`config.mk`:
```
export PLATFORM = sky130hd
export DESIGN_NAME = eie_exec
export DESIGN_NICKNAME = d
export VERILOG_FILES = /design/src/logic/eie_pkg.sv /design/src/logic/eie_exec.sv
export VERILOG_INCLUDE_DIRS = /design/src /design/src/logic
export SDC_FILE = /design/constraint.sdc
export NUM_CORES = 1
export LEC_CHECK = 0
export ABC_CLOCK_PERIOD_IN_PS = 6050
export BUFFER_PORTS_ARGS = -buffer_cell sky130_fd_sc_hd__buf_2
export CORE_ASPECT_RATIO = 1.25
export CORE_UTILIZATION = 30
export DETAILED_ROUTE_END_ITERATION = 8
export PLACE_DENSITY_LB_ADDON = 0.05
export RECOVER_POWER = 25
export SLEW_MARGIN = 20
export SYNTH_ARGS = -nofsm -noshare
export SYNTH_HDL_FRONTEND = slang
export SYNTH_SLANG_ARGS = --single-unit
```
`constraint.sdc`:
```
create_clock -name mclk -period 6.05 [get_ports mclk]
set_clock_uncertainty 0.2 [all_clocks]
set_input_delay 1.21 -clock mclk [delete_from_list [all_inputs] [get_ports mclk]]
set_output_delay 1.21 -clock mclk [all_outputs]
set_load 0.1 [all_outputs]
```
`src/logic/eie_defines.svh`:
```
`ifndef EIE_DEFINES_SVH
`define EIE_DEFINES_SVH

`define EIE_ADDR_W 12
`define EIE_PC_W 21
`define EIE_OP_ADD 8'hE8
`define EIE_OP_SUB 8'hE9
`define EIE_OP_PUSH 8'hEA
`define EIE_OP_MOV 8'hEB
`define EIE_OP_CALL_VIA_WORKING_REGISTER 16'h0014
`define EIE_W2_TAG 4'hF
`define EIE_SEL_SP 2'h3
`define EIE_SP_IDX 2
`define EIE_PC_STEP 21'h000002
`define EIE_ZERO_BYTE 8'h00
`define EIE_SP_DEC 12'h001
// Indirect register windows: five consecutive addresses per pointer
`define EIE_IND0_BASE 12'hFEB
`define EIE_IND1_BASE 12'hFE3
`define EIE_IND2_BASE 12'hFDB
`define EIE_IND_SPAN 12'h005
`endif

```
`src/logic/eie_pkg.sv`:
```
`include "eie_defines.svh"
package eie_pkg;
  typedef enum logic [2:0] {
    EIE_IDLE = 3'b001,
    EIE_NOP = 3'b010,
    EIE_WORD2 = 3'b100
  } eie_state_e_t;

  typedef struct packed {
    eie_state_e_t st;
    logic [2:0][`EIE_ADDR_W-1:0] ptr;
    logic indexedMove;
    logic srcZero;
    logic [7:0] srcData;
    logic [`EIE_ADDR_W-1:0] memAddr;
    logic memRd;
    logic memWr;
    logic [7:0] memWrData;
    logic pcLoad;
    logic [`EIE_PC_W-1:0] pcValue;
    logic pushReq;
    logic [`EIE_PC_W-1:0] pushData;
    logic popReq;
    logic ready;
    logic done;
  } eie_regs_t;
endpackage

```
`src/logic/eie_exec.sv`:
```
`timescale 1ns/1ps
`include "eie_defines.svh"
module eie_exec
  import eie_pkg::*;
(
  input wire logic mclk,
  input wire logic rst_n,
  input wire logic extSetEnable,
  input wire logic instrValid,
  input wire logic [15:0] instrWord,
  input wire logic [`EIE_PC_W-1:0] pcNow,
  input wire logic [7:0] workingReg,
  input wire logic [7:0] pcHighLatch,
  input wire logic [7:0] pcUpperLatch,
  input wire logic [`EIE_PC_W-1:0] topOfStack,
  input wire logic [7:0] memRdData,
  input wire logic [2:0] ptrLoad,
  input wire logic [`EIE_ADDR_W-1:0] ptrLoadData,
  output logic instrReady,
  output logic instrDone,
  output logic [`EIE_ADDR_W-1:0] ptr0,
  output logic [`EIE_ADDR_W-1:0] ptr1,
  output logic [`EIE_ADDR_W-1:0] ptr2,
  output logic [`EIE_ADDR_W-1:0] memAddr,
  output logic memRd,
  output logic memWr,
  output logic [7:0] memWrData,
  output logic pcLoad,
  output logic [`EIE_PC_W-1:0] pcValue,
  output logic stackPush,
  output logic [`EIE_PC_W-1:0] stackPushData,
  output logic stackPop
);

  eie_regs_t cur_r;
  eie_regs_t cur_nxt;

  function automatic logic inWindow(
    input logic [`EIE_ADDR_W-1:0] a,
    input logic [`EIE_ADDR_W-1:0] base
  );
    inWindow = (a >= base) && (a < base + `EIE_IND_SPAN);
  endfunction

  function automatic logic isIndirect(
    input logic [`EIE_ADDR_W-1:0] a
  );
    isIndirect = inWindow(a, `EIE_IND0_BASE) ||
                 inWindow(a, `EIE_IND1_BASE) ||
                 inWindow(a, `EIE_IND2_BASE);
  endfunction

  logic [7:0] opHigh;
  logic [1:0] sel;
  logic [`EIE_ADDR_W-1:0] lit6;
  logic [`EIE_ADDR_W-1:0] lit7;
  logic [`EIE_ADDR_W-1:0] spNow;
  logic [`EIE_ADDR_W-1:0] srcAddr;
  logic [`EIE_ADDR_W-1:0] dstAddr;
  logic [7:0] moveData;
  logic take;

  assign opHigh = instrWord[15:8];
  assign sel = instrWord[7:6];
  assign lit6 = {6'h00, instrWord[5:0]};
  assign lit7 = {5'h00, instrWord[6:0]};
  assign spNow = cur_r.ptr[`EIE_SP_IDX];
  // Offsets wrap inside the 4 KB data space
  assign srcAddr = spNow + lit7;
  assign take = instrValid && cur_r.ready && extSetEnable;

  always_comb begin
    cur_nxt = cur_r;
    cur_nxt.memRd = 1'b0;
    cur_nxt.memWr = 1'b0;
    cur_nxt.pcLoad = 1'b0;
    cur_nxt.pushReq = 1'b0;
    cur_nxt.popReq = 1'b0;
    cur_nxt.done = 1'b0;
    dstAddr = instrWord[`EIE_ADDR_W-1:0];
    moveData = cur_r.srcData;

    // Core writes to the pointers come first; an extended update in the
    // same cycle overrides them because it is the executing instruction.
    for (int i = 0; i < 3; i++) begin
      if (ptrLoad[i]) begin
        cur_nxt.ptr[i] = ptrLoadData;
      end
    end

    case (cur_r.st)
      EIE_IDLE: begin
        if (take) begin
          if (opHigh == `EIE_OP_ADD || opHigh == `EIE_OP_SUB) begin
            if (sel == `EIE_SEL_SP) begin
              // Only the stack pointer moves, whatever else is encoded
              if (opHigh == `EIE_OP_ADD) begin
                cur_nxt.ptr[`EIE_SP_IDX] = spNow + lit6;
              end else begin
                cur_nxt.ptr[`EIE_SP_IDX] = spNow - lit6;
              end
              cur_nxt.pcLoad = 1'b1;
              cur_nxt.pcValue = topOfStack;
              cur_nxt.popReq = 1'b1;
              cur_nxt.st = EIE_NOP;
              cur_nxt.ready = 1'b0;
            end else if (opHigh == `EIE_OP_ADD) begin
              cur_nxt.ptr[sel] = cur_r.ptr[sel] + lit6;
              cur_nxt.done = 1'b1;
            end else begin
              cur_nxt.ptr[sel] = cur_r.ptr[sel] - lit6;
              cur_nxt.done = 1'b1;
            end
          end else if (instrWord == `EIE_OP_CALL_VIA_WORKING_REGISTER) begin
            cur_nxt.pushReq = 1'b1;
            cur_nxt.pushData = pcNow + `EIE_PC_STEP;
            cur_nxt.pcLoad = 1'b1;
            // Upper latch carries only the bits the PC can hold
            cur_nxt.pcValue = {pcUpperLatch[`EIE_PC_W-17:0],
                               pcHighLatch, workingReg};
            // No path to working, status or bank select exists here
            cur_nxt.st = EIE_NOP;
            cur_nxt.ready = 1'b0;
          end else if (opHigh == `EIE_OP_PUSH) begin
            cur_nxt.memAddr = spNow;
            cur_nxt.memWrData = instrWord[7:0];
            cur_nxt.memWr = 1'b1;
            cur_nxt.ptr[`EIE_SP_IDX] = spNow - `EIE_SP_DEC;
            cur_nxt.done = 1'b1;
          end else if (opHigh == `EIE_OP_MOV) begin
            cur_nxt.indexedMove = instrWord[7];
            cur_nxt.memAddr = srcAddr;
            // Indirect source must not trigger its side effects
            cur_nxt.srcZero = isIndirect(srcAddr);
            cur_nxt.memRd = !isIndirect(srcAddr);
            cur_nxt.srcData = `EIE_ZERO_BYTE;
            cur_nxt.st = EIE_WORD2;
          end
        end
      end

      EIE_NOP: begin
        // Second cycle of return or call: target word is being fetched
        cur_nxt.st = EIE_IDLE;
        cur_nxt.ready = 1'b1;
        cur_nxt.done = 1'b1;
      end

      EIE_WORD2: begin
        if (cur_r.srcZero) begin
          moveData = `EIE_ZERO_BYTE;
        end else if (cur_r.memRd) begin
          moveData = memRdData;
        end
        cur_nxt.srcData = moveData;
        if (instrValid) begin
          if (cur_r.indexedMove) begin
            dstAddr = spNow + {5'h00, instrWord[6:0]};
          end else begin
            dstAddr = instrWord[`EIE_ADDR_W-1:0];
          end
          cur_nxt.st = EIE_IDLE;
          cur_nxt.done = 1'b1;
          // A malformed second word aborts the move without a write
          if (instrWord[15:12] == `EIE_W2_TAG &&
              !(cur_r.indexedMove && isIndirect(dstAddr))) begin
            cur_nxt.memAddr = dstAddr;
            cur_nxt.memWrData = moveData;
            cur_nxt.memWr = 1'b1;
          end
        end
      end

      default: begin
        cur_nxt.st = EIE_IDLE;
        cur_nxt.ready = 1'b1;
      end
    endcase
  end

  always_ff @(posedge mclk) begin
    if (!rst_n) begin
      cur_r <= '0;
      cur_r.st <= EIE_IDLE;
      cur_r.ready <= 1'b1;
    end else begin
      cur_r <= cur_nxt;
    end
  end

  assign instrReady = cur_r.ready;
  assign instrDone = cur_r.done;
  assign ptr0 = cur_r.ptr[0];
  assign ptr1 = cur_r.ptr[1];
  assign ptr2 = cur_r.ptr[2];
  assign memAddr = cur_r.memAddr;
  assign memRd = cur_r.memRd;
  assign memWr = cur_r.memWr;
  assign memWrData = cur_r.memWrData;
  assign pcLoad = cur_r.pcLoad;
  assign pcValue = cur_r.pcValue;
  assign stackPush = cur_r.pushReq;
  assign stackPushData = cur_r.pushData;
  assign stackPop = cur_r.popReq;

endmodule

```
# Yosys cells after proc, flatten, opt, wreduce, memory -nomap -nowiden
# Index checks and enable logic that the tools add are counted.
[classes] add_sub_neg=7 n_bitwise=8 n_reduce_logical=32 mux=57 n_eq_ne=24 n_lt_le_gt_ge=14
[ops] operator="$mux W12" count=15
[ops] operator="$mux W118" count=1
[ops] operator="$bwmux W36" count=2
[ops] operator="$ge A12 B12 Y1 const B" count=6
[ops] operator="$lt A12 B12 Y1 const B" count=6
[ops] operator="$mux W22" count=3
[ops] operator="$mux W32" count=2
[ops] operator="$mux W24" count=2
[ops] operator="$mux W44" count=1
[ops] operator="$pmux W20 S2" count=1
[ops] operator="$mux W38" count=1
[ops] operator="$mux W36" count=1
[ops] operator="$eq A8 B8 Y1 const B" count=4
[ops] operator="$mux W9" count=3
[ops] operator="$add A12 B6 Y12" count=2
[ops] operator="$bmux W12 S2" count=1
[ops] operator="$demux W12 S2" count=1
[ops] operator="$sub A12 B6 Y12" count=2
[ops] operator="$mux W23" count=1
[ops] operator="$add A21 B2 Y21 const B" count=1
[ops] operator="$pmux W9 S2" count=1
[ops] operator="$eq A16 B5 Y1 const B" count=1
[ops] operator="$mux W8" count=2
[ops] operator="$ne A2 B2 Y1 const B" count=8
[ops] operator="32 further kinds" count=74
[totals] output_inout_bits=105 regBits=118 word_cells=160

# Longest topological paths before layout
[logic_depth] depth_word=14 mapped_depth=17

# Worst setup path after synthesis
# No wires, ideal clock.
[synth_path] path_kind="input-to-reg" from="input instrWord[6]" to="register cur_r, in the netlist ptr2[11]" cell_stages=15 t_required_ns=5.714 arrival_time_ns=4.448 path_slack_ns=1.266 path_cell_list="buf_6 -> clkbuf_1 -> clkbuf_1 -> clkbuf_1 -> mux2i_1 -> o21ai_0 -> ha_1 -> or2_2 -> a21oi_1 -> a31oi_1 -> or4_4 -> o21ai_2 -> xor2_2 -> a221oi_2 -> a211oi_2"
[synth_between] elab_chain_cells=10
[synth_rtl] item="start: declaration" line_no="eie_exec.sv:10" text="input wire logic [15:0] instrWord,"
[synth_rtl] item="branches (longest 7 deep; another with $sub A12 B6 Y12)"
[synth_rtl] item="$mux W15 *" line_no="eie_exec.sv:94" text="if (opHigh == `EIE_OP_ADD || opHigh == `EIE_OP_SUB) begin"
[synth_rtl] item="$mux W118 *" line_no="eie_exec.sv:93" text="if (take) begin"
[synth_rtl] item="$mux W38 *" line_no="eie_exec.sv:91" text="case (cur_r.st)"
[synth_rtl] item="end signal: assignment" line_no="eie_exec.sv:187" text="cur_r <= cur_nxt;"
[synth_rtl] item="end: declaration" line_no="eie_exec.sv:35" text="eie_regs_t cur_r;"
# Mark *: on every way between the ends. The select of a mux whose other input is x is not followed.
# A chain may end at the register's enable or synchronous reset.

# Worst setup path after layout
[layout_path] from="input instrWord[12]" to="register cur_r, in the netlist ptr2[11]"
[layout_between] elab_chain_cells=6
[layout_rtl] item="$eq A8 B8 Y1 (no source line)"
[layout_rtl] item="$mux W12 (tied with other cells)" line_no="eie_exec.sv:124" text="end else if (opHigh == `EIE_OP_PUSH) begin"
[layout_rtl] item="$mux W12, on equally long branches" line_no="eie_exec.sv:114, eie_exec.sv:95"
[layout_rtl] item="$mux W15 *" line_no="eie_exec.sv:94"
[layout_rtl] item="$mux W118 *" line_no="eie_exec.sv:93"
[layout_rtl] item="$mux W38 *" line_no="eie_exec.sv:91"
# Mark *: on every way between the ends. The rest lies on a longest branch, timed or not. The select of a mux whose other input is x is not followed.

==> metrics.md <==
| Metric | Value |
|---|---|
| Status | completed |
| WL final | roughly 32000 um |
| Number of flops mapped to enable cells by yosys | 0 |
| Post-Syn Instances | 1164 |
| Max cap viols | 0 |
| Antenna Violating Nets Remaining | 0 |
| Placement Setup Slack | between 0.8 and 0.9 ns |
| FF-to-FF End | memAddr[0] |
| R2R cell count | 13 |
| Placed inst area | around 9700 sq um |
| Die Y-Extent | 195.9 um |
| Max Slew Vio Count | 0 |
| # IOs | 214 |
| CP Class | in2reg |
| Critical path's slowest cell | and3_1 |
| Setup crit start | instrWord[12] |
| Post-Synth Adder-Cell Area | 0.05466 |
| Synth Area in XOR/XNOR | 0.05813 |
| Measured slew at the worst slew-check pin | 1.252 ns |
| CTS tree | done |
| Num CTS Buffers | 17 |
| Simple-gate area share of the yosys netlist | 0.2010 |
| Worst skew pair latency | 0.43 ns |
| Port bufs | 210 |
| Synth Register Bits | about 120 |
| Most used cell, CP | xnor2_1 |
| Total track usage | 0.2106 |
| R2r startpoint | ptr2[0] |
| Tcrit/Tclk final | 0.7953 |
| Tmin final | 4.812 ns |
| First-pass GRT wire length | a little under 50000 um |
| Hold Path Origin | stackPushData[2] |
| Clock tree sinks | approximately 120 |
| Asr flop ratio synth | 0 |
| Setup slack, reg-to-reg | roughly 1.9 ns |
| H-tree depth | 4 |
| Slowest cell delay on critical path | a little under 0.7 ns |
| WHS Path Cells | 2 |
| Avg WL per Cell | ~19 um |
| Pin count of the biggest net entering global routing | between 50 and 60 |
| Relative slew margins | 0.1690 |
| Inserted Diodes | 0 |
| Post-CTS Repair Setup Buffers | 0 |
| DPL Wire Length | 23880 um |
| Number of global-route vias before repair | between 8000 and 9000 |
| Row count | 70 |
| Cell Pwr Density | approximately 240 nW/um^2 |
| Synth Flop Type | dfxtp_1 |
| Worst-case clock buffer depth | 2 |
| Gr ovfl total | 0 |
| Initial Util | 0.3065 |
| Fin area | between 10000 and 15000 sq um |
| Final WS setup | 1.238 ns |
| Crit path cell chain | buf_2 > nor4_1 > and3_1 > nor2_1 > xnor2_1 > ha_1 > a211oi_1 > o21bai_1 > a31oi_1 > o21ai_0 > o41ai_1 > xnor2_1 > a221oi_2 > a211oi_2 |
| CP Capture Type | flip-flop |
| Compound-Gate Fraction of Synth Area | 0.2253 |
| Residual DRC | 0 |
| Critical path required time | about 6 ns |
| Drt first pass iters | 5 |
| Setup TNS | 0 ns |
| Fillers | ~3200 |
| 1st-iter DRT viols | 480 |
| Core area | 29430 sq um |
| Largest family of logic cells by synthesized area | compound AO/OA/AOI/OAI gates |
| Setup violators final | 0 |
| RSZ-0062 raised after global routing | false |
| Warnings, synthesis | 0 |
| DR vias | around 8500 |
| Nets@finish | 1387 |
| Hold Path End | stackPushData[2] |
| Synthesis-to-finish area growth | 13.55% |
| Share of layout cells above drive strength 1 | 0.1866 |
| Startpoint types | input port |
| CTS Hold Buffers Added | 0 |
| Initial antenna violation count | 6 |
| Mux share of post-synthesis cell area | 0.07131 |
| Syn_nets | 1310 |
| Yosys cell types | a little under 80 |
| Die area | 30760 sq um |
| Highest Clock Rate | roughly 210 MHz |
| Worst Path Arrival | approximately 4.9 ns |
| Root Driver | clkbuf_16 |
| Util after Layout | 0.3480 |
| Maximum vdd ir drop | between 0.15 and 0.2 mV |
| Via/cell ratio | approximately 5.2 |
| Crit-path max FO | 14 |
| Final hold vios | 0 |
| Worst Hold Class | reg2reg |
| Resized Gates After CTS | 0 |
| Post-Syn Area | 9019 sq um |
| Mean post-synth cell area | between 7 and 8 sq um |
| Die extent in x | about 160 um |
| Sequential area share after synthesis | 0.2619 |
| Clock slew at reported path FFs | 0.06 ns |
| Pleak | 4.085 nW |
| GPL Wtd Cong | 0.8385 |
[cell type report]
type / count / area (sq um) / share of cell area
clock buffer: 21 / 460.4 / 0.04496
clock inverter: 11 / 148.9 / 0.01454
inverter: 35 / 131.4 / 0.01283
multi-input combinational: 841 / 5527 / 0.5396
sequential: 118 / 2362 / 0.2307
tap: 396 / 495.5 / 0.04838
timing repair buffer: 228 / 1116 / 0.1090
[flip-flops by register name (all words and copies together) (netlist names)]
register,cells
memWrData,8
instrDone,1
ptr0,12
stackPop,1
stackPushData,21
memWr,1
pcValue,21
ptr2,12
memAddr,12
memRd,1
pcLoad,1
cur_r,13
stackPush,1
ptr1,12
instrReady,1
[synth_stat cells, types with 13 or more instances]
cell      instances  area share
xnor2_1          30       0.029
a22oi_1          30       0.025
o21ai_0          42       0.023
ha_1             33       0.046
clkbuf_1         59       0.025
nand4_1          16       0.011
mux2i_1          56       0.062
buf_4            99       0.082
a31oi_1          13      0.0090
nor2b_1          25       0.017
o22ai_1          20       0.014
inv_1            34       0.014
nand3_1          38       0.021
a211oi_1         55       0.046
nand2_1          69       0.029
a21oi_1          69       0.038
dfxtp_1         118        0.26
nor2_1          157       0.065
xor2_1           28       0.027
[stage by stage]
| stage | power (mW) | hold WS, ns | cells |
|---|---|---|---|
| final | 2.455 | 0.2498 | 1650 |
| after global routing | 2.559 | 0.2809 | 1650 |
| after CTS | 2.488 | 0.2508 | 1650 |
| after detailed placement | 1.397 | 0.2428 | 1618 |
| after global placement | 1.400 | 0.2364 | 1618 |
| after floorplan | 1.245 | 0.2323 | 1164 |
[worst max path at each step]
stage               endpoint
floorplan           ptr2[11]
global placement    ptr2[11]
detailed placement  ptr2[11]
CTS                 ptr2[11]
global route        ptr2[11]
finish              ptr2[11]
[metal layers]
layer / wire [um] / global-route usage / vias to the layer above / part of all wire
li1: - / - / 4233 / -
met1: 13720 / 0.2574 / 4004 / 0.43
met3: 1719 / 0.05390 / 47 / 0.054
met2: 15670 / 0.3577 / 219 / 0.49
met5: 77 / 0 / - / 0.0024
met4: 666 / 0.06688 / 12 / 0.021
[placed cells by master (no fill, tap or decap), types with 38 or more instances in the layout]
cell / Yosys / layout
a211oi_1: 55 / 55
a21oi_1: 69 / 69
buf_2: 2 / 157
clkbuf_1: 59 / 56
dfxtp_1: 118 / 118
mux2i_1: 56 / 56
nand2_1: 69 / 69
nand3_1: 38 / 38
nor2_1: 157 / 156
o21ai_0: 42 / 42
[logic make-up (layout without fill, tap and decap cells)]
| group | count (synthesis) | in the layout |
|---|---|---|
| and+or+nand+nor | 381 | 381 |
| AOI/OAI and AO/OA | 302 | 302 |
| buffers and inverters | 205 | 295 |
| DFF | 118 | 118 |
| muxes | 62 | 62 |
| xor gates and xnor gates | 59 | 59 |
| adders and majority gates | 37 | 37 |
[where the power goes]
part,switching (mW),internal (mW),total [mW]
logic,0.378,0.181,0.559
registers,0.0298,0.792,0.822
clock network,0.403,0.671,1.07
[worst max-delay path, delay by kind of cell]
family | cells | cell delay [ns]
XOR/XNOR | 2 | 0.32
AO/OA/AOI/OAI | 7 | 1.63
buffers and inverters | 1 | 0.13
AND/OR/NAND/NOR | 3 | 1.36
adder cells (fa/ha/maj) | 1 | 0.24
(Power assumes the default switching activity.)
